File: src/pkg/hir_defines.svh
`ifndef HIR_DEFINES_SVH
`define HIR_DEFINES_SVH

// Fixed I/O APIC configuration window, never relocatable
`define HIR_IOAPIC_LO      32'hFEC0_0000
`define HIR_IOAPIC_HI      32'hFECF_FFFF
// Interrupt message window seen as inbound writes
`define HIR_INTMSG_LO     32'hFEE0_0000
`define HIR_INTMSG_HI     32'hFEEF_FFFF
// Fixed port selection inside the I/O APIC window
`define HIR_IOAPIC_PORT_LSB 12
// Field positions of an interrupt message address
`define HIR_ADDR_HINT     3
`define HIR_ADDR_DMODE    2
`define HIR_ADDR_DID_LSB  12
// Broadcast destination identifier
`define HIR_DID_BCAST     8'hFF
// Inbound posted write queue
`define HIR_Q_DEPTH       8
`define HIR_Q_AW          3
`define HIR_Q_CW          4
// All-buses mask and reset values
`define HIR_ALL_BUSES     4'hF
`define HIR_RST_N_IDLE    1'h1

`endif

File: src/pkg/hir_pkg.sv
package hir_pkg;

	// Kind of transaction a processor bus presents
	typedef enum logic [1:0] {
		HIR_K_INT,
		HIR_K_EOI,
		HIR_K_IACK
	} hir_kind_t;

	// Processor bus interrupt-class request
	typedef struct packed {
		hir_kind_t   kind;
		logic [1:0]  src_bus;
		logic        hint;
		logic        dest_mode;
		logic [7:0]  dest_id;
		logic [7:0]  vector;
	} hir_fsb_req_t;

	// Inbound memory write from a downstream port (one doubleword)
	typedef struct packed {
		logic [1:0]  port;
		logic [31:0] addr;
		logic [31:0] data;
	} hir_ib_wr_t;

	// Interrupt message delivered to processor buses
	typedef struct packed {
		logic [3:0]  bus_mask;
		logic        hint;
		logic        dest_mode;
		logic [7:0]  dest_id;
		logic [7:0]  vector;
	} hir_int_msg_t;

	// Legacy assert/deassert message from a downstream port
	typedef struct packed {
		logic [1:0]  port;
		logic [1:0]  line;
		logic        assert_lvl;
	} hir_intx_msg_t;

	typedef enum logic {
		HIR_IACK_IDLE,
		HIR_IACK_WAIT
	} hir_iack_st_t;

endpackage

File: src/hw/hir_router.sv
`timescale 1ns/1ns
`include "hir_defines.svh"
// Behaviour
// - APIC space is uncached; each write passes alone, never merged.
// - Decode FEC0_0000..FECF_FFFF as the path to downstream I/O APICs.
// - I/O APIC ranges are fixed constants; software cannot move them.
// - End-of-interrupt from a processor is broadcast to every port whose disable bit is clear.
// - Interrupt acknowledge cycle goes to compatibility hub; returned data is vector.
// - Writes to I/O APIC range go out the port its fixed map selects.
// - Interrupt messages never pass posted write data held in the hub; only inbound ones wait here, and only on the memory stage.
// - Accept legacy assert/deassert messages from downstream ports.
// - Claim processor bus interrupts with target ready and no-data response.
// - Directed interrupts complete normally, forwarded to the other buses.
// - Redirectable: new message, hint cleared, chosen ID, all four buses.
// - Directed broadcast ID all ones goes to the other buses.
// - Never defer nor retry; every interrupt is accepted.
// - Without resources hold priority bus request until they free.
// - Physical redirectable with enabled APIC ID: clear hint, all buses.
// - End-of-interrupt reaches a port only if its disable bit is clear.
// - End-of-interrupt leaves each port whose disable bit is clear as an end-of-interrupt message.
module hir_router
	import hir_pkg::*;
(
	input  wire logic          clk,
	input  wire logic          rst,
	input  wire logic          ce,
	input  wire logic          fsb_req_valid,
	input  wire hir_fsb_req_t  fsb_req,
	output logic               target_ready_n,
	output logic               no_data_resp,
	output logic               priority_bus_request_n,
	output logic               fsb_data_valid,
	output logic [7:0]         fsb_data,
	input  wire logic [31:0]   apic_id_enabled,
	input  wire logic [7:0]    redir_choice_id,
	output logic               int_msg_valid,
	output hir_int_msg_t       int_msg,
	input  wire logic          int_msg_ready,
	input  wire logic          ib_wr_valid,
	input  wire hir_ib_wr_t    ib_wr,
	output logic               ib_wr_ready,
	output logic               mem_wr_valid,
	output hir_ib_wr_t         mem_wr,
	input  wire logic          mem_wr_ready,
	output logic               apic_wr_valid,
	output hir_ib_wr_t         apic_wr,
	input  wire logic          apic_wr_ready,
	input  wire logic [3:0]    port_eoi_disable,
	output logic [3:0]         eoi_msg_valid,
	output logic [7:0]         eoi_vector,
	output logic               interrupt_acknowledge_cycle,
	input  wire logic          iack_resp_valid,
	input  wire logic [7:0]    iack_resp_vector,
	input  wire logic          intx_valid,
	input  wire hir_intx_msg_t intx,
	output logic [3:0]         legacy_int_level
);

	// Inbound queue storage and pointers
	hir_ib_wr_t                q_mem [`HIR_Q_DEPTH];
	logic [`HIR_Q_AW-1:0]      wp_reg;
	logic [`HIR_Q_AW-1:0]      rp_reg;
	logic [`HIR_Q_CW-1:0]      cnt_reg;
	logic [`HIR_Q_CW-1:0]      cnt_next;
	hir_iack_st_t              iack_reg;
	logic [15:0]               intx_reg;
	hir_ib_wr_t                head;
	logic                      head_apic;
	logic                      head_int;
	logic                      push;
	logic                      pop;
	logic                      msg_free;
	logic                      mem_free;
	logic                      apic_free;
	logic                      fsb_take;
	logic                      fsb_can;
	logic                      ib_int_go;
	hir_int_msg_t              fsb_msg;
	hir_int_msg_t              ib_msg;

	// Window decode on fixed constants only, so nothing here is relocatable
	assign head      = q_mem[rp_reg];
	assign head_apic = (head.addr >= `HIR_IOAPIC_LO) && (head.addr <= `HIR_IOAPIC_HI);
	assign head_int  = (head.addr >= `HIR_INTMSG_LO) && (head.addr <= `HIR_INTMSG_HI);

	// Output stages free to load this cycle
	assign msg_free  = !int_msg_valid || int_msg_ready;
	assign mem_free  = !mem_wr_valid || mem_wr_ready;
	assign apic_free = !apic_wr_valid || apic_wr_ready;

	// A request is taken once; the cycle after a claim is skipped so a held
	// request is not counted twice while the processor sees target ready.
	assign fsb_can = fsb_req_valid && target_ready_n && (iack_reg == HIR_IACK_IDLE)
		&& !fsb_data_valid;
	always_comb begin
		case (fsb_req.kind)
			HIR_K_INT: fsb_take = fsb_can && msg_free;
			HIR_K_EOI: fsb_take = fsb_can;
			default:   fsb_take = 1'b0;
		endcase
	end

	// Routing of a processor-bus interrupt
	always_comb begin
		fsb_msg.hint      = fsb_req.hint;
		fsb_msg.dest_mode = fsb_req.dest_mode;
		fsb_msg.dest_id   = fsb_req.dest_id;
		fsb_msg.vector    = fsb_req.vector;
		fsb_msg.bus_mask  = `HIR_ALL_BUSES;
		if (!fsb_req.hint) begin
			// Directed, broadcast ID included: every bus but the source
			fsb_msg.bus_mask[fsb_req.src_bus] = 1'b0;
		end else if (!fsb_req.dest_mode && apic_id_enabled[fsb_req.dest_id[4:0]]) begin
			fsb_msg.hint = 1'b0;
		end else begin
			fsb_msg.hint    = 1'b0;
			fsb_msg.dest_id = redir_choice_id;
		end
	end

	// Routing of an inbound interrupt write; I/O sources go to all buses
	always_comb begin
		ib_msg.bus_mask  = `HIR_ALL_BUSES;
		ib_msg.hint      = head.addr[`HIR_ADDR_HINT];
		ib_msg.dest_mode = head.addr[`HIR_ADDR_DMODE];
		ib_msg.dest_id   = head.addr[`HIR_ADDR_DID_LSB +: 8];
		ib_msg.vector    = head.data[7:0];
		if (ib_msg.hint) begin
			ib_msg.hint = 1'b0;
			if (ib_msg.dest_mode || !apic_id_enabled[ib_msg.dest_id[4:0]]) begin
				ib_msg.dest_id = redir_choice_id;
			end
		end
	end

	// Head dispatch; an interrupt waits until the posted stage has drained
	assign ib_int_go = (cnt_reg != '0) && head_int && msg_free && !fsb_take
		&& !mem_wr_valid;
	always_comb begin
		pop = 1'b0;
		if (cnt_reg != '0) begin
			if (head_apic) begin
				pop = apic_free;
			end else if (head_int) begin
				pop = ib_int_go;
			end else begin
				pop = mem_free;
			end
		end
	end
	assign push     = ib_wr_valid && ib_wr_ready;
	assign cnt_next = cnt_reg + {{(`HIR_Q_CW-1){1'b0}}, push} - {{(`HIR_Q_CW-1){1'b0}}, pop};

	// One entry per doubleword write, so no two APIC writes are ever combined
	always_ff @(posedge clk) begin
		if (ce && push) begin
			q_mem[wp_reg] <= ib_wr;
		end
	end

	// Queue pointers, arrival order across all ports
	always_ff @(posedge clk) begin
		if (rst) begin
			wp_reg      <= '0;
			rp_reg      <= '0;
			cnt_reg     <= '0;
			ib_wr_ready <= 1'b0;
		end else if (ce) begin
			wp_reg      <= wp_reg + {{(`HIR_Q_AW-1){1'b0}}, push};
			rp_reg      <= rp_reg + {{(`HIR_Q_AW-1){1'b0}}, pop};
			cnt_reg     <= cnt_next;
			// Ready is registered; a slot is held back so it is never overrun
			ib_wr_ready <= (cnt_next < `HIR_Q_CW'(`HIR_Q_DEPTH - 1));
		end
	end

	// Posted memory write stage
	always_ff @(posedge clk) begin
		if (rst) begin
			mem_wr_valid <= 1'b0;
			mem_wr       <= '0;
		end else if (ce) begin
			if (pop && !head_apic && !head_int) begin
				mem_wr_valid <= 1'b1;
				mem_wr       <= head;
			end else if (mem_wr_ready) begin
				mem_wr_valid <= 1'b0;
			end
		end
	end

	// I/O APIC write stage; port picked by the fixed address map
	always_ff @(posedge clk) begin
		if (rst) begin
			apic_wr_valid <= 1'b0;
			apic_wr       <= '0;
		end else if (ce) begin
			if (pop && head_apic) begin
				apic_wr_valid <= 1'b1;
				apic_wr.addr  <= head.addr;
				apic_wr.data  <= head.data;
				apic_wr.port  <= head.addr[`HIR_IOAPIC_PORT_LSB +: 2];
			end else if (apic_wr_ready) begin
				apic_wr_valid <= 1'b0;
			end
		end
	end

	// Interrupt message stage; processor requests win over inbound ones
	always_ff @(posedge clk) begin
		if (rst) begin
			int_msg_valid <= 1'b0;
			int_msg       <= '0;
		end else if (ce) begin
			if (fsb_take && fsb_req.kind == HIR_K_INT) begin
				int_msg_valid <= 1'b1;
				int_msg       <= fsb_msg;
			end else if (ib_int_go) begin
				int_msg_valid <= 1'b1;
				int_msg       <= ib_msg;
			end else if (int_msg_ready) begin
				int_msg_valid <= 1'b0;
			end
		end
	end

	// Claim, stall and end-of-interrupt fan-out
	always_ff @(posedge clk) begin
		if (rst) begin
			target_ready_n         <= `HIR_RST_N_IDLE;
			no_data_resp           <= 1'b0;
			priority_bus_request_n <= `HIR_RST_N_IDLE;
			eoi_msg_valid          <= '0;
			eoi_vector             <= '0;
		end else if (ce) begin
			target_ready_n         <= !(fsb_take || (iack_reg == HIR_IACK_WAIT && iack_resp_valid));
			no_data_resp           <= fsb_take;
			// Stall new requests rather than retrying any interrupt that finds the message stage full
			priority_bus_request_n <= !(fsb_can && fsb_req.kind == HIR_K_INT && !msg_free);
			eoi_msg_valid          <= '0;
			if (fsb_take && fsb_req.kind == HIR_K_EOI) begin
				eoi_msg_valid <= ~port_eoi_disable;
				eoi_vector    <= fsb_req.vector;
			end
		end
	end

	// Interrupt acknowledge: ask the compatibility hub, return its vector
	always_ff @(posedge clk) begin
		if (rst) begin
			iack_reg                    <= HIR_IACK_IDLE;
			interrupt_acknowledge_cycle <= 1'b0;
			fsb_data_valid              <= 1'b0;
			fsb_data                    <= '0;
		end else if (ce) begin
			interrupt_acknowledge_cycle <= 1'b0;
			fsb_data_valid              <= 1'b0;
			case (iack_reg)
				HIR_IACK_IDLE: begin
					if (fsb_can && fsb_req.kind == HIR_K_IACK) begin
						interrupt_acknowledge_cycle <= 1'b1;
						iack_reg                    <= HIR_IACK_WAIT;
					end
				end
				HIR_IACK_WAIT: begin
					if (iack_resp_valid) begin
						fsb_data_valid <= 1'b1;
						fsb_data       <= iack_resp_vector;
						iack_reg       <= HIR_IACK_IDLE;
					end
				end
				default: iack_reg <= HIR_IACK_IDLE;
			endcase
		end
	end

	// Legacy wire levels: one bit per port and line, ORed per line.
	// Boot use only; these messages are slow next to message interrupts.
	always_ff @(posedge clk) begin
		if (rst) begin
			intx_reg         <= '0;
			legacy_int_level <= '0;
		end else if (ce) begin
			if (intx_valid) begin
				intx_reg[{intx.port, intx.line}] <= intx.assert_lvl;
			end
			for (int l = 0; l < 4; l++) begin
				legacy_int_level[l] <= intx_reg[l] | intx_reg[4 + l]
					| intx_reg[8 + l] | intx_reg[12 + l];
			end
		end
	end

endmodule

File: config.mk
export PLATFORM = sky130hd
export DESIGN_NAME = hir_router
export DESIGN_NICKNAME = d
export VERILOG_FILES = /design/src/pkg/hir_pkg.sv /design/src/hw/hir_router.sv
export VERILOG_INCLUDE_DIRS = /design/src /design/src/pkg
export SDC_FILE = /design/constraint.sdc
export NUM_CORES = 1
export LEC_CHECK = 0
export BUFFER_PORTS_ARGS = -buffer_cell sky130_fd_sc_hd__buf_2
export CELL_PAD_IN_SITES_DETAIL_PLACEMENT = 2
export CELL_PAD_IN_SITES_GLOBAL_PLACEMENT = 2
export CORE_ASPECT_RATIO = 1.2
export CORE_MARGIN = 1.5
export CORE_UTILIZATION = 40
export DETAILED_ROUTE_END_ITERATION = 10
export GPL_TIMING_DRIVEN = 0
export PLACE_DENSITY_LB_ADDON = 0.1
export SETUP_SLACK_MARGIN = 0.3
export SLEW_MARGIN = 0
export SYNTH_ARGS = -nofsm -noshare
export SYNTH_HDL_FRONTEND = slang
export SYNTH_SLANG_ARGS = --single-unit
export TNS_END_PERCENT = 10
File: constraint.sdc
create_clock -name clk -period 18.2 [get_ports clk]
set_clock_uncertainty 0.05 [all_clocks]
set_input_delay 0.91 -clock clk [delete_from_list [all_inputs] [get_ports clk]]
set_output_delay 0.91 -clock clk [all_outputs]
set_load 0.01 [all_outputs]
* Yosys cells after proc, flatten, opt, wreduce, memory -nomap -nowiden
Memory sizes are Yosys's and may differ from the RTL's. A register that Yosys moved wholly into a read port is not among the register bits.
Index checks and enable logic that the tools add are counted.
** Cells by class
- Add/subtract/negate cells :: 4
- $mul :: 0
- Divide/modulo/power cells :: 0
- Order comparisons :: 11
- Equal/unequal tests :: 2
- Shift-type cells :: 0
- Muxes and demuxes :: 38
- Bitwise gates (word level) :: 15
- Reductions and logical operators :: 56
** Operator list (number)
- $ge 32x32->1 const B :: 2
- $le 32x32->1 const B :: 2
- $mux 22 :: 2
- $mux 8 :: 4
- $logic_and 1x1->1 :: 24
- $mux 1 :: 21
- $bwmux 16 :: 1
- $reduce_and 2->1 :: 8
- $logic_not 1->1 :: 12
- $lt 5x6->1 const B :: 2
- $or 1x1->1 :: 12
- $bmux 1 s5 :: 2
- $mux 4 :: 2
- $not 4->4 :: 2
- $add 3x1->3 :: 2
- $mux 3 :: 2
- $reduce_bool 2->1 :: 3
- $logic_or 1x1->1 :: 5
- $lt 4x5->1 const B :: 1
- $add 4x1->4 :: 1
- $demux 1 s4 :: 1
- $ge 4x1->1 const B :: 1
- $lt 4x3->1 const B :: 1
- $pmux 1 s2 :: 2
- other kinds (11) :: 11
** Storage, ports and cells
- Register bits :: 214
- Bits in latches :: 0
- Memory bits (writable) :: 528
- Memory bits (read-only) :: 0
- Input port bits :: 155
- Output and inout bits :: 187
- Logic and storage cells :: 156
- Memories :: 1
** Memory list
- q_mem :: words 8, width 66, rd ports 1, clocked after memory_dff 1, wr ports 1, line hir_router.sv:60 : hir_ib_wr_t q_mem [`HIR_Q_DEPTH];

* Logic depth before layout (Yosys ltp)
Gate-level depths: netlist (run 1).
- Word-level depth :: 15
- Gate-level depth with buffers :: 18

* Least setup slack after synthesis (run 1)
OpenSTA, ideal clock, no wires.
- Path type :: input to register
- Start point :: in ce
- End point :: mem q_mem[1][0] in the netlist's numbering, enable pin
- Setup time :: 0.571 ns
- Arrival time :: 6.131 ns
- Required time :: 17.579 ns
- Slack :: 11.448 ns
- Stages on the path :: 4
- Cell sequence :: clkbuf_1 > clkbuf_1 > nand3_1 > nor3_1
** Between the ends
- Cells in the longest elaborated chain, start to end :: 3
** Ends and longest elaborated chain
- from (decl) :: line hir_router.sv:26 : input wire logic ce,
- $logic_and 1x1->1 :: line hir_router.sv:156 : if (ce && push) begin
- $mux 1 :: line hir_router.sv:156
- $mux 1 (not written as such) :: line hir_router.sv:157 : q_mem[wp_reg] <= ib_wr;
- to (decl) :: line hir_router.sv:60
Every way passes these cells.

==> metrics, run 1 <==
Worst Path Required 18.59 ns; total global routing overflow 0; critical path's slowest cell nor3_2; flop2flop setup slack 13.37 ns; post-CTS setup buffer count 0; power density over cell area 132.0 mW/mm^2; relative slew slack 0.2001; Worst setup EP type register; worst-margin pin slew 1.200 ns; post-synthesis sequential area ratio 0.7028; post-synth design cell area 0.02865 sq mm; post-route clock period utilization 0.2656; CTS Root Cell clkbuf_16; antenna violations before repair 17; Resize count post-CTS 0; met2 capacity usage during global routing 0.4356; first-pass GRT wire length 134,900 microns; CTS tree yes; clock latency reported for the late side of the worst-skew pair 0.62 ns; highest-count cells in the layout ignoring fill and taps edfxtp_1 (528), buf_2 (369), nor2_1 (215); Regs by FF count q_mem x528, mem_wr x66, apic_wr x64; antenna-violating nets left 0; smallest hold slack 0.4019 ns; global route hottest layer met2; Avg Synthesized Cell Area 16.23 sq um; mean routed wirelength per cell 29.04 microns; count of pins on the block boundary 342; clock transition at the register clock pins on the worst setup and hold paths after CTS 0.06 ns; starting utilization of the core area 0.4038; net switching component of the power 1334 uW; Iter 0 DRT Violations 1,253; pin count of the biggest net entering global routing 24; fin worst setup slack 13.37 ns; Total Routing Usage GR 0.2556; number of remaining DRC errors 0; synthesized net count 1,931; first-pass detailed-route iteration total 5; Worst path max stage delay 0.88 ns; post-cts hold buffer count 0; number of flops mapped to enable cells by yosys 528; via count of the first global-routing pass 19,880; Max Transition Viols Final 0; worst slack after detailed placement 13.25 ns; RSZ-0062 raised after global routing false; Largest register FFs 528; switching power as a share of total power 0.2902; Peak supply drop 83.67 uV; floorplan die width 247.3 microns; leading cell type in the layout, fill and taps excluded edfxtp_1; synthesis-stage register bit count 742; combinational fraction of design power 0.226; share of post-route cells with drive strength above 1 0.3038; die outline height 296.2 microns; share of power burned in the clock network 0.354; critical path, cell by cell buf_6, clkbuf_1, mux4_1, nand3b_1, nor4_1, o21ai_1, nor3_2, buf_4, buf_2, a211oi_1; Final min period 4.834 ns; leakage power 0.01209 uW; Min-Delay Path Depth 2; TritonCTS Buffers 78; number of input and output port buffers inserted 335; average vias per placed instance 5.569; synthesized instance count 1,766; number of H-tree branching levels 3; number of standard-cell rows in the floorplan 107; Int Power 3264 uW; Hold Path End int_msg[9]; Max Cap Viol 0; Buf/Inv on CP 4; worst setup path class register to register; overall routed net length 93,360 microns; Most flops, register q_mem; maximum fanout encountered on the critical timing path 10; Layout Utilization 0.4908; clock sink count 742; Reg area 0.02014 sq mm; final count of negative-setup-slack endpoints 0; area growth from synthesis to final layout 21.53%; buffer depth of the longest clock path 3; Fin Setup TNS 0 ns; fraction of met1 tracks used by global routing 0.3284; final hold violation count 0; final weighted congestion in routability-driven placement 0.7915; run status completed; endpoint of the lowest-slack register-to-register path apic_wr[34]; Post-DP HPWL 66,060 microns; Hold Path Origin int_msg[9]; cells on worst reg2reg path 10; critical path startpoint category register; yosys warns 0; # nets final 2,383; arrival time worst endpoint 5.23 ns; ys async rst share 0; total number of vias 17,910; area occupied by multi-input gates 0.007949 sq mm; type of the tightest min-delay check register to register; cell family with the largest share of critical-path delay simple AND/OR/NAND/NOR gates; core outline area 0.07096 sq mm; number of distinct library cells after synthesis 63; met3 usage 0.04326; die area 0.07326 sq mm; Fillers 6,688; achievable frequency 0.2069 GHz; predominant post-synthesis flop cell edfxtp_1; Seq pwr share 0.419
==> power by group through the flow <==
stage | Sequential [uW] | Clock (uW) | Combinational, uW
detailed placement | 1960 | 0 | 1050
global placement | 1960 | 0 | 1010
finish | 1930 | 1630 | 1040
global route | 1930 | 1720 | 1120
CTS | 1930 | 1660 | 1060
floorplan | 1980 | 0 | 638
==> synthesized netlist by cell type (4+ instances only) <==
library cell / n / area (sq um)
buf_1: 5 / 18.77
a311oi_1: 5 / 43.79
nand2b_1: 13 / 81.33
dfxtp_1: 214 / 4284
buf_2: 34 / 170.2
nor3_1: 17 / 85.08
a21oi_1: 42 / 210.2
nor4_1: 17 / 106.4
inv_1: 11 / 41.29
buf_6: 4 / 45.04
mux2_2: 6 / 67.56
nand2_1: 96 / 360.4
mux4_1: 10 / 262.8
nand3_1: 13 / 65.06
mux4_2: 132 / 2973
clkbuf_1: 57 / 214.0
nor2_1: 221 / 829.6
ha_1: 9 / 112.6
mux2i_1: 106 / 1061
nand4b_1: 5 / 43.79
o21ai_1: 10 / 50.05
buf_4: 8 / 60.06
o2111ai_1: 5 / 43.79
edfxtp_1: 528 / 15860
and2_1: 4 / 25.02
a211oi_1: 118 / 885.9
o21ai_0: 21 / 105.1
==> layer usage <==
layer / vias up / wire [microns]
met5: - / 53
met4: 8 / 2551
met3: 138 / 5191
met2: 601 / 47080
met1: 9351 / 38480
li1: 7807 / -
==> through the flow <==
step / cells / power, uW / area, sq um
detailed placement: 3064 / 3011 / 32200
global placement: 3027 / 2969 / 31490
finish: 3215 / 4598 / 34820
CTS: 3207 / 4651 / 34800
global route: 3213 / 4783 / 34820
floorplan: 1766 / 2618 / 28660
==> worst reg2reg max path, cell delays in order (launching register included) <==
cell      delay [ns]
dfxtp_1         0.36
buf_6           0.16
clkbuf_1        0.52
mux4_1          0.46
nand3b_1        0.20
nor4_1          0.72
o21ai_1         0.30
nor3_2          0.88
buf_4           0.47
buf_2           0.41
a211oi_1        0.14
==> how the worst max path moves through the flow <==
stage,end,slack [ns],cells past startpoint
3_5_place_dp,apic_wr[40],13.25,10
2_1_floorplan,q_mem[1][0],11.45,4
6_report,apic_wr[34],13.37,10
5_1_grt,ib_wr_ready,13.18,16
3_3_place_gp,q_mem[1][36],4.90,5
4_1_cts,apic_wr[34],13.19,10
==> layout make-up <==
| cell class | instances | area share |
|---|---|---|
| sequential | 742 | 0.5783 |
| clock buffer | 108 | 0.06277 |
| timing repair buffer | 372 | 0.06694 |
| buffer | 112 | 0.01674 |
| multi-input combinational | 900 | 0.2283 |
| clock inverter | 35 | 0.01182 |
| antenna | 8 | 0.0005749 |
| inverter | 12 | 0.001293 |
| tap | 926 | 0.03327 |
==> kinds of logic after synthesis <==
group	share of synthesized area
buffers and inverters	0.02192
adders and majority gates	0.004629
AOI/OAI and AO/OA	0.05480
and+or+nand+nor	0.06139
DFF	0.7028
other	0.0001309
muxes	0.1531
xor gates and xnor gates	0.001223
No activity file was read; power rests on OpenSTA's default activity.
==> run 2: changes to the inputs <==
--- a/config.mk
+++ b/config.mk
@@ -11,7 +11,7 @@
 export CELL_PAD_IN_SITES_GLOBAL_PLACEMENT = 2
 export CORE_ASPECT_RATIO = 1.2
 export CORE_MARGIN = 1.5
-export CORE_UTILIZATION = 40
+export CORE_UTILIZATION = 38
 export DETAILED_ROUTE_END_ITERATION = 10
 export GPL_TIMING_DRIVEN = 0
 export PLACE_DENSITY_LB_ADDON = 0.1
==> constraint.sdc (replaced) <==
create_clock -name clk -period 4.3 [get_ports clk]
set_clock_uncertainty 0.05 [all_clocks]
set_input_delay 0.215 -clock clk [delete_from_list [all_inputs] [get_ports clk]]
set_output_delay 0.215 -clock clk [all_outputs]
set_load 0.01 [all_outputs]
==> run 2 against run 1 <==
  * Via count up 1.7%
  * First-iteration DRC count is 9.1% lower
  * Flip-flop and latch count unchanged
  * Worst hold slack worse by 0.37 ns
  * Sequential power rose to 4.2 times the previous value
  * Cell count rose by 6.1%
  * Combinational power rose to 4.4 times the previous value
  * Clock-buffer cell count increased by 5
  * Power grew to 4.3 times the previous value
  * Critical endpoint is now ib_wr_ready
  * Register-to-register slack worse by 13 ns
  * Global-route usage fell by 0.94 points
==> metrics, run 2 (synthesis results as in run 1) <==
TritonCTS Buffers 78 (unchanged); Int Power 13,980 uW (was 3264 uW); Max Transition Viols Final 0 (unchanged); antenna-violating nets left 0 (unchanged); Final min period 3.981 ns (was 4.834 ns); worst-margin pin slew 1.282 ns (was 1.200 ns); Worst path max stage delay 0.63 ns (was 0.88 ns); # nets final 2,501 (was 2,383); pin count of the biggest net entering global routing 24 (unchanged); share of power burned in the clock network 0.352 (was 0.354); total number of vias 18,200 (was 17,910); Hold Path Origin redir_choice_id[4] (was int_msg[9]); Regs by FF count q_mem x528, mem_wr x66, apic_wr x64 (unchanged); relative slew slack 0.1372 (was 0.2001); RSZ-0062 raised after global routing true (was false); share of post-route cells with drive strength above 1 0.3017 (was 0.3038); floorplan die width 253.7 microns (was 247.3 microns); Largest register FFs 528 (unchanged); Max Cap Viol 0 (unchanged); number of standard-cell rows in the floorplan 110 (was 107); Most flops, register q_mem (unchanged); Post-DP HPWL 67,150 microns (was 66,060 microns); CTS Root Cell clkbuf_16 (unchanged); die outline height 303.8 microns (was 296.2 microns); count of pins on the block boundary 342 (unchanged); Worst Path Required 4.73 ns (was 18.59 ns); critical path, cell by cell buf_6, mux4_1, nand4bb_1, nor4_4, o21ai_4, a21oi_1, nor2_2, ha_1, inv_1, ha_1, fa_1, xnor2_2, o211ai_1, a21oi_1 (was buf_6, clkbuf_1, mux4_1, nand3b_1, nor4_1, o21ai_1, nor3_2, buf_4, buf_2, a211oi_1); net switching component of the power 5730 uW (was 1334 uW); run status completed (unchanged); cell family with the largest share of critical-path delay simple AND/OR/NAND/NOR gates (unchanged); number of H-tree branching levels 3 (unchanged); average vias per placed instance 5.337 (was 5.569); Iter 0 DRT Violations 1,139 (was 1,253); Fillers 7,189 (was 6,688); core outline area 0.07487 sq mm (was 0.07096 sq mm); CTS tree yes (unchanged); number of remaining DRC errors 0 (unchanged); clock transition at the register clock pins on the worst setup and hold paths after CTS 0.06 ns (about the same); critical path startpoint category register (unchanged); clock latency reported for the late side of the worst-skew pair 0.63 ns (was 0.62 ns); power density over cell area 542.9 mW/mm^2 (was 132.0 mW/mm^2); area of all placed cells without fillers 0.03631 sq mm (was 0.03482 sq mm); highest-count cells in the layout ignoring fill and taps edfxtp_1 (528), buf_2 (369), nor2_1 (214), dfxtp_1 (214), mux4_2 (134) (was edfxtp_1 (528), buf_2 (369), nor2_1 (215)); post-route clock period utilization 0.9257 (was 0.2656); achievable frequency 0.2512 GHz (was 0.2069 GHz); combinational fraction of design power 0.234 (was 0.226); type of the tightest min-delay check input pin to register (was register to register); overall routed net length 94,420 microns (was 93,360 microns); Peak supply drop 334.8 uV (was 83.67 uV); Total Routing Usage GR 0.2463 (was 0.2556); Min-Delay Path Depth 5 (was 2); final hold violation count 0 (unchanged); starting utilization of the core area 0.3827 (was 0.4038); cells on worst reg2reg path 14 (was 10); first-pass detailed-route iteration total 7 (was 5); final count of negative-setup-slack endpoints 0 (unchanged); via count of the first global-routing pass 20,480 (was 19,880); clock sink count 742 (unchanged); leakage power 0.01269 uW (was 0.01209 uW); smallest hold slack 0.02968 ns (was 0.4019 ns); Hold Path End int_msg[12] (was int_msg[9]); cell area after placement 0.03238 sq mm (was 0.03220 sq mm); die area 0.07707 sq mm (was 0.07326 sq mm); first-pass GRT wire length 138,300 microns (was 134,900 microns); placed cells 3,139 (was 3,064); total global routing overflow 0 (unchanged); Seq pwr share 0.414 (was 0.419); number of input and output port buffers inserted 335 (unchanged); endpoint of the lowest-slack register-to-register path ib_wr_ready (was apic_wr[34]); antenna violations before repair 7 (was 17); critical path's slowest cell mux4_1 (was nor3_2); maximum fanout encountered on the critical timing path 5 (was 10); worst setup path class register to register (unchanged); leading cell type in the layout, fill and taps excluded edfxtp_1 (unchanged); Fin Setup TNS 0 ns (unchanged); final weighted congestion in routability-driven placement 0.8198 (was 0.7915); post-route non-filler standard cell count 3,411 (was 3,215); switching power as a share of total power 0.2906 (was 0.2902); arrival time worst endpoint 4.42 ns (was 5.23 ns); area growth from synthesis to final layout 26.73% (was 21.53%); buffer depth of the longest clock path 3 (unchanged); mean routed wirelength per cell 27.68 microns (was 29.04 microns); Worst setup EP type register (unchanged); Buf/Inv on CP 2 (was 4); flop2flop setup slack 0.32 ns (was 13.37 ns)
-- run 2: changes by cell type in the layout (fill, tap and decap cells not counted), moves of 5 or more --
cell / delta
clkbuf_1: -10
clkbuf_2: +9
buf_16: +10
buf_6: -13
dlygate4sd3_1: +112
diode_2: -5
buf_4: +13
-- run 2: metrics by stage --
step | setup slack [ns] | util | total power [uW]
after floorplan | 0.01130 | - | 11080
after global placement | -4.318 | 0.4221 | 12590
after detailed placement | -0.7460 | 0.4325 | 12770
after CTS | 0.1284 | 0.4834 | 19850
after global routing | 0.1687 | 0.4850 | 20500
final | 0.3195 | 0.4850 | 19710
-- run 2: worst reg2reg max path: cells and delay by family (launching register included) --
| kind | cells | cell delay (ns) |
|---|---|---|
| flip-flops | 1 | 0.35 |
| XOR/XNOR | 1 | 0.17 |
| AND/OR/NAND/NOR | 3 | 0.93 |
| adder cells (fa/ha/maj) | 3 | 0.93 |
| multiplexers | 1 | 0.63 |
| buffers and inverters | 2 | 0.19 |
| AO/OA/AOI/OAI | 4 | 0.61 |
-- run 2: metal layers --
metal  wire length, microns  part of all wire  GRT usage  up-vias
li1                       -                 -          -     8031
met1                  38980              0.41     0.3045     9617
met2                  49530              0.52     0.4452      439
met3                   3862             0.041    0.03669      113
met4                   2021             0.021    0.06714        4
met5                     21           0.00022          0        -
-- run 2: cell type report --
| type | instances | area [sq um] | area share |
|---|---|---|---|
| clock buffers | 113 | 2287 | 0.06298 |
| repair buffers | 490 | 3613 | 0.09951 |
| diodes | 3 | 7.507 | 0.0002067 |
| multi-input cells | 900 | 8029 | 0.2211 |
| plain buffers | 112 | 594.3 | 0.01637 |
| inverters | 12 | 45.04 | 0.001240 |
| flip-flops and latches | 742 | 20140 | 0.5546 |
| clock inverters | 31 | 336.6 | 0.009269 |
| well taps | 1008 | 1261 | 0.03473 |
-- run 2: worst max-delay path by stage --
stage                     startpoint           end  depth (start not counted)  slack (ns)
after detailed placement    register   apic_wr[45]                         11       -0.75
after CTS                   register   ib_wr_ready                         18        0.13
after global routing        register   ib_wr_ready                         14        0.17
final                       register   ib_wr_ready                         14        0.32
after global placement            ce  q_mem[3][33]                          5       -4.32
after floorplan                   ce   q_mem[7][0]                          4        0.01
-- run 2: repair_timing --
item,4_1_cts,5_1_grt
pin swaps,2,2
endpoints found under the hold margin,582,0
buffers inserted,3,10
hold buffers,112,0
resized for setup,11,19
setup endpoints to repair,139,86
-- run 2: power by group through the flow --
stage	Clock, uW	Sequential, uW	Combinational, uW
3_3_place_gp	0	8290	4300
5_1_grt	7340	8180	4970
6_report	6940	8160	4620
3_5_place_dp	0	8300	4460
2_1_floorplan	0	8370	2700
4_1_cts	7100	8150	4600
